**src/hdl/link_rcrb_pkg.sv**
```systemverilog
// Purpose: Constants for the serial link root complex register block.
// Assumes: Byte offsets within the 4 KiB window, 32-bit word accesses.
// Notes:   Link control shares a word with link status; each VC status register sits alone in the upper half of its word.
package link_rcrb_pkg;

  // ---------------------------------------------------------------------
  // Window geometry
  // ---------------------------------------------------------------------
  localparam int ADDR_W = 12;
  localparam int DATA_W = 32;
  localparam int COUNT_W = 3;
  localparam int CTL_W = 16;

  // ---------------------------------------------------------------------
  // Register offsets
  // ---------------------------------------------------------------------
  localparam logic [ADDR_W-1:0] OFF_VC_CAP_HDR    = 12'h000;
  localparam logic [ADDR_W-1:0] OFF_PORT_VC_CAP1  = 12'h004;
  localparam logic [ADDR_W-1:0] OFF_VC0_RES_CAP   = 12'h010;
  localparam logic [ADDR_W-1:0] OFF_VC0_RES_CTL   = 12'h014;
  localparam logic [ADDR_W-1:0] OFF_VC0_RES_STS   = 12'h01A;
  localparam logic [ADDR_W-1:0] OFF_VC1_RES_CAP   = 12'h01C;
  localparam logic [ADDR_W-1:0] OFF_VC1_RES_CTL   = 12'h020;
  localparam logic [ADDR_W-1:0] OFF_VC1_RES_STS   = 12'h026;
  localparam logic [ADDR_W-1:0] OFF_LINK_DECL_HDR = 12'h040;
  localparam logic [ADDR_W-1:0] OFF_ELEM_SELF     = 12'h044;
  localparam logic [ADDR_W-1:0] OFF_LE1_DESC      = 12'h050;
  localparam logic [ADDR_W-1:0] OFF_LE1_ADDR      = 12'h058;
  localparam logic [ADDR_W-1:0] OFF_LE2_DESC      = 12'h060;
  localparam logic [ADDR_W-1:0] OFF_LE2_ADDR      = 12'h068;
  localparam logic [ADDR_W-1:0] OFF_LINK_CAP      = 12'h084;
  localparam logic [ADDR_W-1:0] OFF_LINK_CTL      = 12'h088;
  localparam logic [ADDR_W-1:0] OFF_LINK_STS      = 12'h08A;

  // ---------------------------------------------------------------------
  // Reserved words inside the window
  // ---------------------------------------------------------------------
  localparam logic [ADDR_W-1:0] OFF_RSV_A_FIRST   = 12'h028;
  localparam logic [ADDR_W-1:0] OFF_RSV_A_LAST    = 12'h03C;
  localparam logic [ADDR_W-1:0] OFF_RSV_DECL_LO   = 12'h048;
  localparam logic [ADDR_W-1:0] OFF_RSV_DECL_HI   = 12'h04C;
  localparam logic [ADDR_W-1:0] OFF_RSV_LE1_PAD   = 12'h054;
  localparam logic [ADDR_W-1:0] OFF_RSV_LE2_PAD   = 12'h064;
  localparam logic [ADDR_W-1:0] OFF_RSV_B_FIRST   = 12'h070;
  localparam logic [ADDR_W-1:0] OFF_RSV_B_LAST    = 12'h080;

  // ---------------------------------------------------------------------
  // Header fields and reset values
  // ---------------------------------------------------------------------
  localparam logic [11:0] NEXT_CAP_PTR    = 12'h040;
  localparam logic [3:0]  VC_CAP_VERSION  = 4'h1;
  localparam logic [15:0] EXT_CAP_ID      = 16'h0002;
  localparam logic [2:0]  LP_EXTRA_COUNT  = 3'h0;
  localparam logic [2:0]  EXT_COUNT_RESET = 3'h1;

  localparam logic [31:0] RST_VC0_RES_CAP   = 32'h00000001;
  localparam logic [31:0] RST_VC0_RES_CTL   = 32'h800000FF;
  localparam logic [15:0] RST_VC0_RES_STS   = 16'h0002;
  localparam logic [31:0] RST_VC1_RES_CAP   = 32'h00008001;
  localparam logic [31:0] RST_VC1_RES_CTL   = 32'h01000000;
  localparam logic [15:0] RST_VC1_RES_STS   = 16'h0002;
  localparam logic [31:0] RST_LINK_DECL_HDR = 32'h08010005;
  localparam logic [31:0] RST_ELEM_SELF     = 32'h01000202;
  localparam logic [31:0] RST_LINK_CAP      = 32'h00012C41;
  localparam logic [15:0] RST_LINK_CTL      = 16'h0000;
  localparam logic [15:0] RST_LINK_STS      = 16'h0001;

endpackage

```
**src/hdl/link_rcrb_regs.sv**
```systemverilog
// Purpose: Register block behind the link register base window.
// Assumes: One access per cycle; a read answers on the next edge.
// Notes:   Sixteen-bit registers live in the half of their word.
`timescale 1ns/1ps
`default_nettype none

module link_rcrb_regs (
  // Clock and reset
  input  wire logic                                 clk,
  input  wire logic                                 arst_n,
  // Memory-mapped access from the base window
  input  wire logic                                 req_valid,
  input  wire logic                                 req_write,
  input  wire logic [link_rcrb_pkg::ADDR_W-1:0]     req_addr,
  input  wire logic [3:0]                           req_be,
  input  wire logic [link_rcrb_pkg::DATA_W-1:0]     req_wdata,
  output logic                                      rsp_valid,
  output logic      [link_rcrb_pkg::DATA_W-1:0]     rsp_rdata,
  // Settings seen by the link logic
  output logic      [link_rcrb_pkg::COUNT_W-1:0]    extended_channel_count,
  output logic      [link_rcrb_pkg::CTL_W-1:0]      link_control
);
  import link_rcrb_pkg::*;

  // ---------------------------------------------------------------------
  // State
  // ---------------------------------------------------------------------
  logic [COUNT_W-1:0] ext_count_r, ext_count_nxt;
  logic               ext_locked_r, ext_locked_nxt;
  logic [CTL_W-1:0]   link_ctl_r, link_ctl_nxt;
  logic               rsp_valid_r, rsp_valid_nxt;
  logic [DATA_W-1:0]  rdata_r, rdata_nxt;
  logic [ADDR_W-1:0]  word_addr;
  logic               cnt_take;
  logic [CTL_W/8-1:0] lctl_lane_we;

  // The two low address bits are dropped, so every access is a whole word.
  // A sixteen-bit register is reached through the word that holds it.
  assign word_addr = {req_addr[ADDR_W-1:2], 2'b00};

  // ---------------------------------------------------------------------
  // Read decode
  // ---------------------------------------------------------------------
  // Unmapped and reserved words read as zero.
  function automatic logic [DATA_W-1:0] read_word(
    input logic [ADDR_W-1:0]  a,
    input logic [COUNT_W-1:0] cnt,
    input logic [CTL_W-1:0]   lctl
  );
    logic [DATA_W-1:0] v;
    v = '0;
    case (a)
      OFF_VC_CAP_HDR:   v = {NEXT_CAP_PTR, VC_CAP_VERSION, EXT_CAP_ID};
      OFF_PORT_VC_CAP1: v = {25'h0000000, LP_EXTRA_COUNT, 1'b0, cnt};
      OFF_VC0_RES_CAP:  v = RST_VC0_RES_CAP;
      OFF_VC0_RES_CTL:  v = RST_VC0_RES_CTL;
      (OFF_VC0_RES_STS & 12'hFFC): v = {RST_VC0_RES_STS, 16'h0000};
      OFF_VC1_RES_CAP:  v = RST_VC1_RES_CAP;
      OFF_VC1_RES_CTL:  v = RST_VC1_RES_CTL;
      (OFF_VC1_RES_STS & 12'hFFC): v = {RST_VC1_RES_STS, 16'h0000};
      OFF_LINK_DECL_HDR: v = RST_LINK_DECL_HDR;
      OFF_ELEM_SELF:    v = RST_ELEM_SELF;
      OFF_LINK_CAP:     v = RST_LINK_CAP;
      OFF_LINK_CTL:     v = {RST_LINK_STS, lctl};
      default:          v = '0;
    endcase
    return v;
  endfunction

  // Words that the map leaves reserved; each must read as zero.
  // Halves of shared words are not listed: those words carry status.
  function automatic logic reserved_word(input logic [ADDR_W-1:0] a);
    logic hit;
    hit = 1'b0;
    case (a)
      OFF_RSV_DECL_LO, OFF_RSV_DECL_HI: hit = 1'b1;
      OFF_RSV_LE1_PAD, OFF_RSV_LE2_PAD: hit = 1'b1;
      default: hit = (a >= OFF_RSV_A_FIRST && a <= OFF_RSV_A_LAST)
                     || (a >= OFF_RSV_B_FIRST && a <= OFF_RSV_B_LAST);
    endcase
    return hit;
  endfunction

  // ---------------------------------------------------------------------
  // Write decode
  // ---------------------------------------------------------------------
  // Only a write carrying byte lane 0 consumes the one-time count write.
  assign cnt_take = req_valid && req_write && word_addr == OFF_PORT_VC_CAP1
                    && req_be[0] && !ext_locked_r;

  // Link control has two byte lanes with identical write logic.
  for (genvar g = 0; g < CTL_W / 8; g++) begin : g_lctl_lane
    assign lctl_lane_we[g] = req_valid && req_write
                             && word_addr == OFF_LINK_CTL && req_be[g];
  end

  // ---------------------------------------------------------------------
  // Next state
  // ---------------------------------------------------------------------
  // A read answers one edge later; the word then holds until the next read,
  // so a host that looks late still sees the last answer.
  always_comb begin
    ext_count_nxt  = ext_count_r;
    ext_locked_nxt = ext_locked_r;
    link_ctl_nxt   = link_ctl_r;
    rsp_valid_nxt  = req_valid && !req_write;
    rdata_nxt      = rdata_r;
    if (req_valid && !req_write) begin
      rdata_nxt = read_word(word_addr, ext_count_r, link_ctl_r);
    end
    // The count can be written once so firmware fixes it until the next reset.
    if (cnt_take) begin
      ext_count_nxt  = req_wdata[COUNT_W-1:0];
      ext_locked_nxt = 1'b1;
    end
    for (int k = 0; k < CTL_W / 8; k++) begin
      if (lctl_lane_we[k]) begin
        link_ctl_nxt[k*8 +: 8] = req_wdata[k*8 +: 8];
      end
    end
  end

  // Reset reopens the one-time write, so firmware must set the count again
  // after every reset.
  always_ff @(posedge clk or negedge arst_n) begin
    if (!arst_n) begin
      ext_count_r  <= EXT_COUNT_RESET;
      ext_locked_r <= 1'b0;
      link_ctl_r   <= RST_LINK_CTL;
      rsp_valid_r  <= 1'b0;
      rdata_r      <= '0;
    end else begin
      ext_count_r  <= ext_count_nxt;
      ext_locked_r <= ext_locked_nxt;
      link_ctl_r   <= link_ctl_nxt;
      rsp_valid_r  <= rsp_valid_nxt;
      rdata_r      <= rdata_nxt;
    end
  end

  assign rsp_valid              = rsp_valid_r;
  assign rsp_rdata              = rdata_r;
  assign extended_channel_count = ext_count_r;
  assign link_control           = link_ctl_r;
endmodule

`default_nettype wire

```
**config.mk**
```make
export PLATFORM = sky130hd
export DESIGN_NAME = link_rcrb_regs
export DESIGN_NICKNAME = d
export VERILOG_FILES = /design/src/hdl/link_rcrb_pkg.sv /design/src/hdl/link_rcrb_regs.sv
export SDC_FILE = /design/constraint.sdc
export NUM_CORES = 1
export LEC_CHECK = 0
export ABC_AREA = 1
export BUFFER_PORTS_ARGS = -buffer_cell sky130_fd_sc_hd__buf_2
export CELL_PAD_IN_SITES_DETAIL_PLACEMENT = 0
export CELL_PAD_IN_SITES_GLOBAL_PLACEMENT = 1
export CORE_UTILIZATION = 29
export DETAILED_ROUTE_END_ITERATION = 16
export GPL_TIMING_DRIVEN = 0
export PLACE_DENSITY_LB_ADDON = 0.1
export SLEW_MARGIN = 20
export SYNTH_ARGS = -nofsm -noshare
export SYNTH_HDL_FRONTEND = slang
export SYNTH_SLANG_ARGS = --single-unit
```
**constraint.sdc**
```tcl
create_clock -name clk -period 0.9 [get_ports clk]
set_input_delay 0 -clock clk [delete_from_list [all_inputs] [get_ports clk]]
set_output_delay 0 -clock clk [all_outputs]
set_load 0.01 [all_outputs]
```
Word level (Yosys, flattened, before mapping)
Cells that the tools add are included.
{ "word_totals": {"output_inout_bits": 52, "wordCells": 30, "register_bits": 53} }
{ "classes": {"reduce_logical": 12, "mux": 1, "eq_ne": 11} }
{ "op_table": {"columns": ["cell", "n"], "rows": [
  ["$pmux W32 S11", 1],
  ["$eq A10 B3 Y1 const B", 4],
  ["$eq A10 B4 Y1 const B", 2],
  ["$eq A10 B5 Y1 const B", 2],
  ["$eq A10 B6 Y1 const B", 2],
  ["$logic_not A12 Y1", 1],
  ["$eq A10 B1 Y1 const B", 1],
  ["$logic_and A1 B1 Y1", 8],
  ["$logic_not A1 Y1", 2],
  ["$reduce_or A2 Y1", 1]
]} }

Depth between registers and ports, before layout
Gate-level depths: netlist of the first run.
{ "logic_depth": {"depth_word": 4, "depth_mapped": 11} }

Worst setup path after synthesis of the first run
No wires, ideal clock.
{ "synth_path": {"kind": "input -> register", "start": "input req_addr[9] (netlist bit)", "end": "register link_ctl_r[14], in the netlist link_control[14]", "n_path_buf": 1, "t_arrival_ps": 856, "required_ps": 783, "cell_stages": 8, "setup_time_ps": 117, "path_slack_ps": -73, "cell_sequence": "nor2_2 -> inv_1 -> nor2_4 -> and3_4 -> nand4_4 -> buf_6 -> nand2_2 -> o21ai_2"} }
{ "synth_via": {"elab_chain_cells": 3} }
{ "synth_rtl": {"columns": ["item", "line", "rtl"], "rows": [
  ["start, declared", "link_rcrb_regs.sv:14", "input wire logic [link_rcrb_pkg::ADDR_W-1:0] req_addr,"],
  ["$eq A10 B6 Y1", "link_rcrb_regs.sv:94", "&& word_addr == OFF_LINK_CTL && req_be[g];"],
  ["$logic_and A1 B1 Y1 (2 in series)", "link_rcrb_regs.sv:94", null],
  ["end signal, assigned", "link_rcrb_regs.sv:135", "link_ctl_r <= link_ctl_nxt;"],
  ["end, declared", "link_rcrb_regs.sv:30", "logic [CTL_W-1:0] link_ctl_r, link_ctl_nxt;"]
]} }
Every way passes these cells.
A chain may end at the register's enable or synchronous reset.

Final worst setup path of the first run
{ "layout_path": {"start": "register ext_count_r[0], in the netlist extended_channel_count[0]", "end": "register rdata_r[0], in the netlist rsp_rdata[0]"} }
{ "layout_via": {"elab_chain_cells": 1} }
{ "layout_rtl": {"columns": ["item", "line", "rtl"], "rows": [
  ["start, declared", "link_rcrb_regs.sv:28", "logic [COUNT_W-1:0] ext_count_r, ext_count_nxt;"],
  ["start signal, assigned", "link_rcrb_regs.sv:133", "ext_count_r <= ext_count_nxt;"],
  ["$pmux W32 S11", "link_rcrb_regs.sv:52", "case (a)"],
  ["end signal, assigned", "link_rcrb_regs.sv:137", "rdata_r <= rdata_nxt;"],
  ["end, declared", "link_rcrb_regs.sv:32", "logic [DATA_W-1:0] rdata_r, rdata_nxt;"]
]} }
Every way passes these cells.

==> results by group, run 1 <==
Status
  – Status: finished, violations left
  – Violated checks: negative setup slack

Placement
  – Number of port buffers: 73
  – HPWL Detailed: 4020 um
  – Pre-CTS setup slack: -376 ps
  – DP Area: 2720 um2
  – Routability cong.: ~0.78

Logic synthesis
  – Top_reg_cell synth: dfrtp_1
  – Synth warn: 0
  – Simple logic cell fraction of the synthesized area: 0.251
  – Register area share after synthesis: 0.493
  – Synthesized instance count: ~250
  – Unique cell type count in the Yosys netlist: 27
  – Synth top area share: 0.481
  – Synth Area in Adders: 0
  – Compound-Gate Fraction of Synth Area: 0.137
  – Post-synth ARST share: 1.00
  – Largest family of logic cells by synthesized area: simple AND/OR/NAND/NOR gates
  – FF+latch count, synth: 43
  – Synth Cell Area: between 2000 and 2500 um2
  – Synth Area in XOR/XNOR: 0
  – EDFF count, synth: 0
  – Synth area leader: dfrtp_1
  – Synth area leaders: dfrtp_1 (48%), nand2_1 (12%), o21ai_2 (6.4%)
  – Syn avg cell area: ~8.6 um2
  – Post-synthesis mux area share: 0

Floorplan
  – Starting Density: 0.301
  – Die ar.: just under 8000 um2
  – Row count: 31
  – Boundary Pins: 104
  – Die width: a little under 90 um
  – DIE HEIGHT: approximately 90 um
  – Core Box Area: approximately 7300 um2

Finish
  – Nets: around 420
  – Finished layout cell area: between 3000 and 4000 um2
  – Ant. Diodes: 0
  – Area Growth Syn to Fin: 47.4%
  – Share of layout cells above drive strength 1: 0.429
  – Multi-input logic area: 962 um2
  – Register area: 1080 um2
  – Most common cell after layout, fill and taps aside: buf_2
  – Final-layout fill cell count: 769
  – Most frequent cells in the layout: buf_2 (70), nand2_1 (68), dfrtp_1 (42)
  – Final core utilization: 0.444

Setup path
  – Max incr delay on CP: around 570 ps
  – Buf+Inv Stages, Crit Path: 1
  – WP data arrival: ~1200 ps
  – Slowest CP cell: dfstp_2
  – Worst R2R Setup Slack: -70 ps
  – CP max FO: 3
  – Critical Path RT: around 1100 ps
  – Element type at the critical path start: register
  – Most used cell along the critical path: nand2_1
  – Cell Chain, Critical Path: nand2_1, nand2_1, inv_1, nand2_1, nand2_1, nand2_1
  – Crit path max-delay family: flip-flops
  – Worst setup path category: reg2reg
  – Critical Path Sink Type: register

Routing
  – ANT nets after route: 0
  – Initial DRC count: between 90 and 100
  – Routed wl met3: around 340 um
  – Routed vias: 1,976
  – Post-Route WL: 5580 um
  – DRC viols: 0
  – DR WL/cell: ~12 um
  – Avg Vias per Cell: about 4.2
  – Top Metal Used: met4
  – M1 WL: between 2000 and 3000 um
  – Drt pass-1 iters: 4
  – Metal2 WL: between 2000 and 2500 um

GRT
  – Largest net degree at the start of global routing: 44
  – Gr ovfl total: 0
  – Initial antenna violation count: 0
  – Vias in the first global route: between 1,500 and 2,000
  – First-pass GRT wire length: roughly 8600 um
  – GRT Util Overall: 0.147

CTS
  – CTS tree: yes
  – CTS buffer count: 5
  – Clk Latency, worst-skew pair: just under 300 ps
  – Clk root buf: clkbuf_8
  – CTS max path bufs: 2
  – CTS clock-pin slew for the worst setup and hold paths: 80 ps
  – Clock sink count: 43
  – Htree depth: 2

Power and ir drop
  – Sw Share: 0.228
  – Logic pwr share: 0.111
  – Clock power frac: 0.379
  – VDD IR-drop max: about 0.00087 V
  – Seq pwr share: 0.510
  – Final Power: around 3800 uW
  – Switch Pwr: a little under 900 uW
  – Power density over the cells: ~1200 nW/um2
  – Leakage: ~0.0018 uW
  – Pint: approximately 2900 uW

Timing
  – Final hold vios: 0
  – Slew Viols, Final: 0
  – Final period utilization: 1.07
  – Setup Skew: roughly 2.7 ps
  – Fin worst setup slack: -65.3 ps
  – Slew HR: 0.634
  – Min cycle time layout: 965 ps
  – Hold_ws: about 110 ps
  – # setup viols final: 7
  – Max frequency: around 1000 MHz
  – Unrepaired setup endpoints after global routing: true
  – Actual slew at the worst max-slew pin: about 550 ps

Job
  – Maxcap violations: 0

Hold path
  – Worst min-delay path class: in2reg
[tightest hold or removal path: stages]
cell and delay [ps]:
buf_2 120, nand3_1 80, a211oi_1 60, nand2_1 50, nand2_1 40
[area by class of cell]
class                      count  share of cell area
timing repair buffer         101               0.210
clock buffer                   6              0.0225
clock inverter                 1             0.00933
buffer                        18              0.0466
inverter                      33              0.0393
sequential                    43               0.335
multi-input combinational    169               0.299
tap                           99              0.0385
[state kept, by name (all words and copies together) (netlist names)]
name                    flops
rsp_rdata                  22
link_control               16
extended_channel_count      3
ext_locked_r                1
rsp_valid                   1
[kinds of logic (layout without fill, tap and decap cells)]
kind of cell           after synthesis  after routing
AND/OR/NAND/NOR                    116            116
AO/OA/AOI/OAI                       43             43
buffers and inverters               51            159
flip-flops                          43             43
other                                1             10
[worst paths after layout]
kind	from	end	cells after the start
min in group asynchronous	arst_n	rsp_valid$_DFF_PN0_	2
max reg2reg	extended_channel_count[0]$_DFFE_PN1P_	rsp_rdata[0]$_DFFE_PN0P_	6
min reg2reg	rsp_rdata[8]$_DFFE_PN0P_	rsp_rdata[8]$_DFFE_PN0P_	2
max	extended_channel_count[0]$_DFFE_PN1P_	rsp_rdata[0]$_DFFE_PN0P_	6
min	req_addr[3]	rsp_rdata[17]$_DFFE_PN0P_	5
max in group asynchronous	arst_n	extended_channel_count[0]$_DFFE_PN1P_	2
[through the flow]
| stage | TNS [ps] | instances |
|---|---|---|
| 2_1_floorplan | -176 | 263 |
| 3_3_place_gp | -11860 | 435 |
| 3_5_place_dp | -11880 | 435 |
| 4_1_cts | -161 | 462 |
| 5_1_grt | -1020 | 470 |
| 6_report | -182 | 470 |
[routing by layer]
layer  global-route usage  vias up
met2                0.218       56
met3               0.0438        5
met5                    0        -
met4               0.0352        0
met1                0.209      893
li1                     -     1022
[what timing repair did]
item                                   4_1_cts  5_1_grt
gates cloned                                 0        1
pin swaps                                    1        9
setup buffers                                4        6
resized for setup                            7       26
setup endpoints to repair                   16       37
endpoints found under the hold margin       60       42
hold buffers                                16        1
[power by group through the flow]
stage | clock network, uW | logic [uW] | registers [uW]
final | 1440 | 424 | 1940
after global routing | 1590 | 477 | 1940
after global placement | 0 | 333 | 1980
after floorplan | 0 | 167 | 1980
after CTS | 1510 | 392 | 1940
after detailed placement | 0 | 335 | 1980
[cell usage after synthesis (3+ instances only)]
| master | number |
|---|---|
| dfrtp_1 | 42 |
| nor2_2 | 3 |
| o21ai_1 | 4 |
| inv_2 | 4 |
| a21boi_0 | 4 |
| buf_4 | 12 |
| nand2_2 | 5 |
| buf_2 | 3 |
| nand3_1 | 17 |
| a21o_1 | 5 |
| inv_1 | 29 |
| nand2_1 | 71 |
| o21ai_2 | 16 |
| nand4_1 | 4 |
| nor2_1 | 9 |
| a21oi_1 | 5 |
| o21ai_0 | 8 |
Note: power is estimated with default switching activity, not from simulation.
==> inputs of run 2 (changes only) <==
--- a/config.mk
+++ b/config.mk
@@ -5,11 +5,10 @@
 export SDC_FILE = /design/constraint.sdc
 export NUM_CORES = 1
 export LEC_CHECK = 0
-export ABC_AREA = 1
 export BUFFER_PORTS_ARGS = -buffer_cell sky130_fd_sc_hd__buf_2
 export CELL_PAD_IN_SITES_DETAIL_PLACEMENT = 0
 export CELL_PAD_IN_SITES_GLOBAL_PLACEMENT = 1
-export CORE_UTILIZATION = 29
+export CORE_UTILIZATION = 30
 export DETAILED_ROUTE_END_ITERATION = 16
 export GPL_TIMING_DRIVEN = 0
 export PLACE_DENSITY_LB_ADDON = 0.1
==> run 2 against run 1 <==
Against the previous run:
- the run ends with negative hold slack, negative setup slack left
- non-clock buffer count rose by 2
- fmax decreased by 17%
- synthesized area decreased by 3.0%
- die area decreased by 6.1%
- flip-flop and latch count did not move
- hold slack got worse by 240 ps
- total power grew 17%
- sequential power grew 5%
- critical path type is now in2reg
==> results by group, run 2 <==
GRT
  – Largest net degree at the start of global routing: 44 (unchanged)
  – GR Layer Usage met3: 0.0414 (was 0.0438)
  – GRT busiest layer: met2 (unchanged)
  – First-pass GRT wire length: 8570 um (was 8620 um)
  – Vias in the first global route: 1,712 (was 1,737)
  – Gr ovfl total: 0 (unchanged)
  – GR met2 Demand/Resource: 0.239 (was 0.218)
  – Initial antenna violation count: 0 (unchanged)
  – GRT Util Overall: 0.151 (was 0.147)
  – Met1 Resource Use GR: 0.201 (was 0.209)

Placement
  – Routability cong.: 0.793 (was 0.779)
  – Pre-CTS setup slack: -543 ps (was -376 ps)
  – Placed cell count: 374 (was 435)
  – HPWL Detailed: 3970 um (was 4020 um)
  – Number of port buffers: 71 (was 73)

Routing
  – Avg Vias per Cell: 4.54 (was 4.20)
  – DR WL/cell: 13.7 um (was 11.9 um)
  – DRC viols: 0 (unchanged)
  – Drt pass-1 iters: 4 (unchanged)
  – Post-Route WL: 5650 um (was 5580 um)
  – Initial DRC count: 114 (was 99)
  – ANT nets after route: 0 (unchanged)
  – Routed vias: 1,867 (was 1,976)

CTS
  – CTS max path bufs: 2 (unchanged)
  – Htree depth: 2 (unchanged)
  – Clk Latency, worst-skew pair: 290 ps (about the same)
  – # hold bufs at CTS: 17 (was 16)
  – CTS tree: yes (unchanged)
  – CTS clock-pin slew for the worst setup and hold paths: 80 ps (about the same)
  – Clk root buf: clkbuf_8 (unchanged)
  – Clock sink count: 43 (unchanged)
  – CTS buffer count: 5 (unchanged)

Timing
  – Setup Skew: 6.52 ps (was 2.70 ps)
  – Fin worst setup slack: -263 ps (was -65.3 ps)
  – Final hold vios: 42 (was 0)
  – Hold_ws: -133 ps (was 106 ps)
  – Slew HR: 0.345 (was 0.634)
  – Setup tns final: -6070 ps (was -182 ps)
  – Final period utilization: 1.29 (was 1.07)
  – # setup viols final: 37 (was 7)
  – Unrepaired setup endpoints after global routing: true (unchanged)
  – Max frequency: 860 MHz (was 1040 MHz)
  – Slew Viols, Final: 0 (unchanged)
  – Min cycle time layout: 1160 ps (was 965 ps)
  – Actual slew at the worst max-slew pin: 983 ps (was 549 ps)

Floorplan
  – Boundary Pins: 104 (unchanged)
  – Core Box Area: 6790 um2 (was 7250 um2)
  – Die ar.: 7410 um2 (was 7880 um2)
  – Die width: 86.1 um (was 88.8 um)
  – DIE HEIGHT: 86.1 um (was 88.8 um)
  – Row count: 30 (was 31)
  – Starting Density: 0.312 (was 0.301)

Logic synthesis
  – Most instantiated cells after synthesis: dfrtp_1 (42), nand2_1 (26), mux2_2 (19), nor2_1 (17), buf_4 (12) (was nand2_1 (71), dfrtp_1 (42), inv_1 (29), nand3_1 (17), o21ai_2 (16))
  – Synth area leader: dfrtp_1 (unchanged)
  – Unique cell type count in the Yosys netlist: 49 (was 27)
  – Top-count cell post-synth: dfrtp_1 (was nand2_1)
  – Synth top area share: 0.496 (was 0.481)
  – Synth warn: 0 (unchanged)
  – Post-synth ARST share: 1.00 (unchanged)
  – Synth Cell Area: 2120 um2 (was 2180 um2)
  – Synthesized instance count: 198 (was 254)
  – EDFF count, synth: 0 (unchanged)
  – Synth area leaders: dfrtp_1 (50%), mux2_2 (10%), nand2_1 (4.6%) (was dfrtp_1 (48%), nand2_1 (12%), o21ai_2 (6.4%))
  – Syn avg cell area: 10.7 um2 (was 8.60 um2)
  – FF+latch count, synth: 43 (unchanged)
  – Register area share after synthesis: 0.508 (was 0.493)
  – Top_reg_cell synth: dfrtp_1 (unchanged)

Status
  – Violated checks: negative hold slack, negative setup slack (was negative setup slack)
  – Status: finished, violations left (unchanged)

Finish
  – Share of layout cells above drive strength 1: 0.492 (was 0.429)
  – Ant. Diodes: 0 (unchanged)
  – Most frequent cells in the layout: buf_2 (68), dfrtp_1 (42), nand2_1 (25) (was buf_2 (70), nand2_1 (68), dfrtp_1 (42))
  – Fin cells: 411 (was 470)
  – Most common cell after layout, fill and taps aside: buf_2 (unchanged)
  – Area Growth Syn to Fin: 52.7% (was 47.4%)
  – Final-layout fill cell count: 664 (was 769)
  – Nets: 366 (was 423)
  – Max reg flops: 22 (unchanged)

Setup path
  – Worst setup path category: in2reg (was reg2reg)
  – Critical Path RT: 1080 ps (was 1130 ps)
  – WP data arrival: 1350 ps (was 1200 ps)
  – Cell Chain, Critical Path: buf_12, nor4_4, and4_4, nand4_4, mux2_4 (was nand2_1, nand2_1, inv_1, nand2_1, nand2_1, nand2_1)
  – CP max FO: 8 (was 3)
  – Element type at the critical path start: input port (was register)
  – Max incr delay on CP: 370 ps (was 570 ps)
  – Critical Path Sink Type: register (unchanged)
  – Slowest CP cell: nor4_4 (was dfstp_2)

Power and ir drop
  – Logic pwr share: 0.151 (was 0.111)
  – Sw Share: 0.232 (was 0.228)
  – Pint: 3430 uW (was 2940 uW)
  – Leakage: 0.00166 uW (was 0.00182 uW)
  – VDD IR-drop max: 0.000970 V (was 0.000871 V)
  – Switch Pwr: 1030 uW (was 868 uW)
  – Power density over the cells: 1380 nW/um2 (was 1180 nW/um2)
  – Clock power frac: 0.393 (was 0.379)
  – Seq pwr share: 0.456 (was 0.510)
  – Final Power: 4470 uW (was 3810 uW)

Hold path
  – Worst min-delay path class: in2async (was in2reg)

Job
  – Maxcap violations: 0 (unchanged)
==> run 2: area by class of cell <==
type	count	area, um2	area share
buffer	21	173	0.0533
clock buffer	6	72.6	0.0224
clock inverter	2	60.1	0.0186
inverter	3	11.3	0.00348
multi-input combinational	140	1050	0.323
sequential	43	1080	0.333
tap	96	120	0.0371
timing repair buffer	100	677	0.209
==> run 2: cell families after synthesis <==
kind of cell | count (synthesis) | synth area share
compound gates | 32 | 0.100
buf+inv | 24 | 0.0661
flops | 43 | 0.508
mux | 19 | 0.101
other cells | 1 | 0.00177
simple gates | 79 | 0.223
==> run 2: path summary, 6_finish.rpt <==
path | startpoint | endpoint | cells after the start | slack (ps)
max | req_addr[4] | link_control[11]$_DFFE_PN0P_ | 5 | -260
min | arst_n | rsp_rdata[17]$_DFFE_PN0P_ | 1 | -130
max reg2reg | ext_locked_r$_DFFE_PN0P_ | extended_channel_count[2]$_DFFE_PN0P_ | 2 | -190
min reg2reg | rsp_rdata[12]$_DFFE_PN0P_ | rsp_rdata[12]$_DFFE_PN0P_ | 2 | 460
max in group asynchronous | arst_n | link_control[0]$_DFFE_PN0P_ | 1 | 430
min in group clk | req_addr[10] | rsp_rdata[24]$_DFFE_PN0P_ | 4 | 30
==> run 2: per-layer routing <==
layer  part of all wire  vias to the layer above
li1                   -                      923
met3              0.061                        7
met2               0.47                       64
met5                  0                        -
met1               0.46                      873
met4              0.010                        0
==> run 2: power groups by stage <==
stage               sequential (uW)  clock, uW  combinational, uW
global placement               2080          0                540
floorplan                      2110          0                243
detailed placement             2080          0                540
global route                   2050       1890                740
finish                         2040       1760                676
CTS                            2040       1810                635
==> run 2: repair_timing <==
item                                    CTS  global route
gates resized for setup                  18            26
cloned                                    0             0
endpoints found under the setup margin   42            42
buffers inserted                          7             5
hold endpoints to repair                 62            42
pin swaps                                 8            15
==> run 2: through the flow <==
step	util	instance area [um2]
detailed placement	0.394	2680
finish	0.476	3240
CTS	0.457	3110
global placement	0.394	2680
global route	0.476	3240
floorplan	-	2200
==> run 2: critical path: cells and delay by family <==
kind / cells / cell delay, ps
buffers and inverters: 1 / 100
and+or+nand+nor: 3 / 880
muxes: 1 / 350
==> inputs of run 3 (changes only) <==
--- a/config.mk
+++ b/config.mk
@@ -5,7 +5,7 @@
 export SDC_FILE = /design/constraint.sdc
 export NUM_CORES = 1
 export LEC_CHECK = 0
-export BUFFER_PORTS_ARGS = -buffer_cell sky130_fd_sc_hd__buf_2
+export BUFFER_PORTS_ARGS = -buffer_cell sky130_fd_sc_hd__buf_4
 export CELL_PAD_IN_SITES_DETAIL_PLACEMENT = 0
 export CELL_PAD_IN_SITES_GLOBAL_PLACEMENT = 1
 export CORE_UTILIZATION = 30
==> run 3 against run 2 <==
Against the previous run:
- flip-flop and latch count stayed put
- via count is 0.11% lower
- largest power group unchanged
- critical path depth stayed put
- the flow finishes with violations (negative setup slack)
==> results by group, run 3 (synthesized netlist as in run 2, its figures left out) <==
Timing
  – Slew Viols, Final: 0 (unchanged)
  – Min cycle time layout: 1120 ps (was 1160 ps)
  – Final hold vios: 0 (was 42)
  – Unrepaired setup endpoints after global routing: true (unchanged)
  – Setup Skew: 2.28 ps (was 6.52 ps)
  – Final period utilization: 1.25 (was 1.29)
  – Slew HR: 0.627 (was 0.345)
  – # setup viols final: 35 (was 37)
  – Max frequency: 892 MHz (was 860 MHz)
  – Fin worst setup slack: -221 ps (was -263 ps)
  – Actual slew at the worst max-slew pin: 559 ps (was 983 ps)

Finish
  – Final-layout fill cell count: 635 (was 664)
  – Nets: 366 (unchanged)
  – Share of layout cells above drive strength 1: 0.554 (was 0.492)
  – Most frequent cells in the layout: buf_4 (81), dfrtp_1 (41), dlygate4sd3_1 (19) (was buf_2 (68), dfrtp_1 (42), nand2_1 (25))
  – Most common cell after layout, fill and taps aside: buf_4 (was buf_2)
  – Finished layout cell area: 3460 um2 (was 3240 um2)
  – Area Growth Syn to Fin: 63.5% (was 52.7%)
  – Final core utilization: 0.510 (was 0.476)
  – Ant. Diodes: 0 (unchanged)
  – Max reg flops: 22 (unchanged)

Floorplan
  – Starting Density: 0.312 (unchanged)
  – Die width: 86.1 um (unchanged)
  – Core Box Area: 6790 um2 (unchanged)
  – Boundary Pins: 104 (unchanged)
  – DIE HEIGHT: 86.1 um (unchanged)
  – Row count: 30 (unchanged)
  – Die ar.: 7410 um2 (unchanged)

GRT
  – First-pass GRT wire length: 8770 um (was 8570 um)
  – Gr ovfl total: 0 (unchanged)
  – Largest net degree at the start of global routing: 44 (unchanged)
  – GRT Util Overall: 0.154 (was 0.151)
  – Initial antenna violation count: 0 (unchanged)
  – Vias in the first global route: 1,776 (was 1,712)

Setup path
  – Cell Chain, Critical Path: buf_8, nor4_4, and4_4, nand4_4, mux2_4 (was buf_12, nor4_4, and4_4, nand4_4, mux2_4)
  – Critical Path RT: 1090 ps (was 1080 ps)
  – Crit path max-delay family: simple AND/OR/NAND/NOR gates (unchanged)
  – Critical Path Sink Type: register (unchanged)
  – WP data arrival: 1310 ps (was 1350 ps)
  – Worst setup path category: in2reg (unchanged)
  – CP max FO: 8 (unchanged)
  – Element type at the critical path start: input port (unchanged)
  – Buf+Inv Stages, Crit Path: 1 (unchanged)
  – Max incr delay on CP: 370 ps (about the same)
  – Slowest CP cell: nor4_4 (unchanged)

Routing
  – ANT nets after route: 0 (unchanged)
  – DR WL/cell: 13.7 um (about the same)
  – Drt pass-1 iters: 4 (unchanged)
  – Avg Vias per Cell: 4.55 (was 4.54)
  – Initial DRC count: 77 (was 114)
  – Post-Route WL: 5620 um (was 5650 um)
  – Routed vias: 1,865 (was 1,867)
  – DRC viols: 0 (unchanged)

CTS
  – Clk Latency, worst-skew pair: 300 ps (was 290 ps)
  – Clock sink count: 43 (unchanged)
  – Htree depth: 2 (unchanged)
  – CTS buffer count: 5 (unchanged)
  – CTS clock-pin slew for the worst setup and hold paths: 80 ps (about the same)
  – CTS tree: yes (unchanged)
  – CTS max path bufs: 2 (unchanged)
  – Clk root buf: clkbuf_8 (unchanged)

Power and ir drop
  – Power density over the cells: 1170 nW/um2 (was 1380 nW/um2)
  – VDD IR-drop max: 0.000659 V (was 0.000970 V)
  – Leakage: 0.00175 uW (was 0.00166 uW)

Hold path
  – Worst min-delay path class: in2reg (was in2async)

Status
  – Violated checks: negative setup slack (was negative hold slack, negative setup slack)
  – Status: finished, violations left (unchanged)

Placement
  – Routability cong.: 0.825 (was 0.793)
  – DP Area: 2860 um2 (was 2680 um2)
  – Number of port buffers: 71 (unchanged)
  – HPWL Detailed: 4060 um (was 3970 um)

Job
  – Maxcap violations: 0 (unchanged)
[run 3: layout make-up]
cell class,instances,area (um2),share of cell area
Clock inverter,1,5.00,0.00144
Clock buffer,6,82.6,0.0238
Buffer,19,170,0.0491
Inverter,3,11.3,0.00325
Sequential cell,43,1080,0.311
Timing Repair Buffer,102,880,0.254
Tap cell,96,120,0.0347
Multi-Input combinational cell,140,1120,0.322
[run 3: repair_timing]
item / in CTS / in global routing
pin swaps: 6 / 23
gates cloned: 0 / 1
endpoints found under the setup margin: 39 / 40
hold endpoints to repair: 62 / 0
gates resized for setup: 22 / 39
setup buffers: 5 / 6
hold buffers: 19 / 0
[run 3: final timing paths]
check                                                from                               endpoint  slack, ps  cells past startpoint
min in group asynchronous                          arst_n              rsp_rdata[17]$_DFFE_PN0P_        230                      2
max in group asynchronous                          arst_n           link_control[10]$_DFFE_PN0P_        260                      2
worst min-delay path                         req_addr[10]              rsp_rdata[24]$_DFFE_PN0P_         20                      4
worst max-delay path                         req_addr[11]            link_control[0]$_DFFE_PN0P_       -220                      5
worst max register to register   ext_locked_r$_DFFE_PN0P_  extended_channel_count[2]$_DFFE_PN0P_       -180                      2
worst min register to register  rsp_rdata[17]$_DFFE_PN0P_              rsp_rdata[17]$_DFFE_PN0P_        480                      1
[run 3: through the flow]
step / TNS [ps] / total power [uW] / setup WS (ps) / instances / hold slack, ps
final: -4850 / 4040 / -221 / 410 / 16.5
after global routing: -7380 / 4240 / -293 / 410 / 17.2
after CTS: -4600 / 4050 / -264 / 404 / -8.39
after detailed placement: -19460 / 2690 / -561 / 374 / 36.4
after global placement: -19440 / 2690 / -560 / 374 / 39.6
after floorplan: -6840 / 2350 / -262 / 207 / -296
[run 3: layer usage]
| layer | global-route usage | up-vias | wire length (um) |
|---|---|---|---|
| li1 | - | 914 | - |
| met1 | 0.211 | 887 | 2540 |
| met2 | 0.237 | 57 | 2660 |
| met3 | 0.0414 | 7 | 334 |
| met4 | 0.0500 | 0 | 73 |
| met5 | 0 | - | 0 |
[run 3: report_power, final]
group          switching, uW  internal, uW
logic                    358           384
clock network            657           603
registers               40.9          2000
total                   1060          2990
[run 3: worst reg2reg max path: stages, from the launching register on]
cell     delay, ps
dfrtp_1        410
nor3_4         200
mux2_2         360
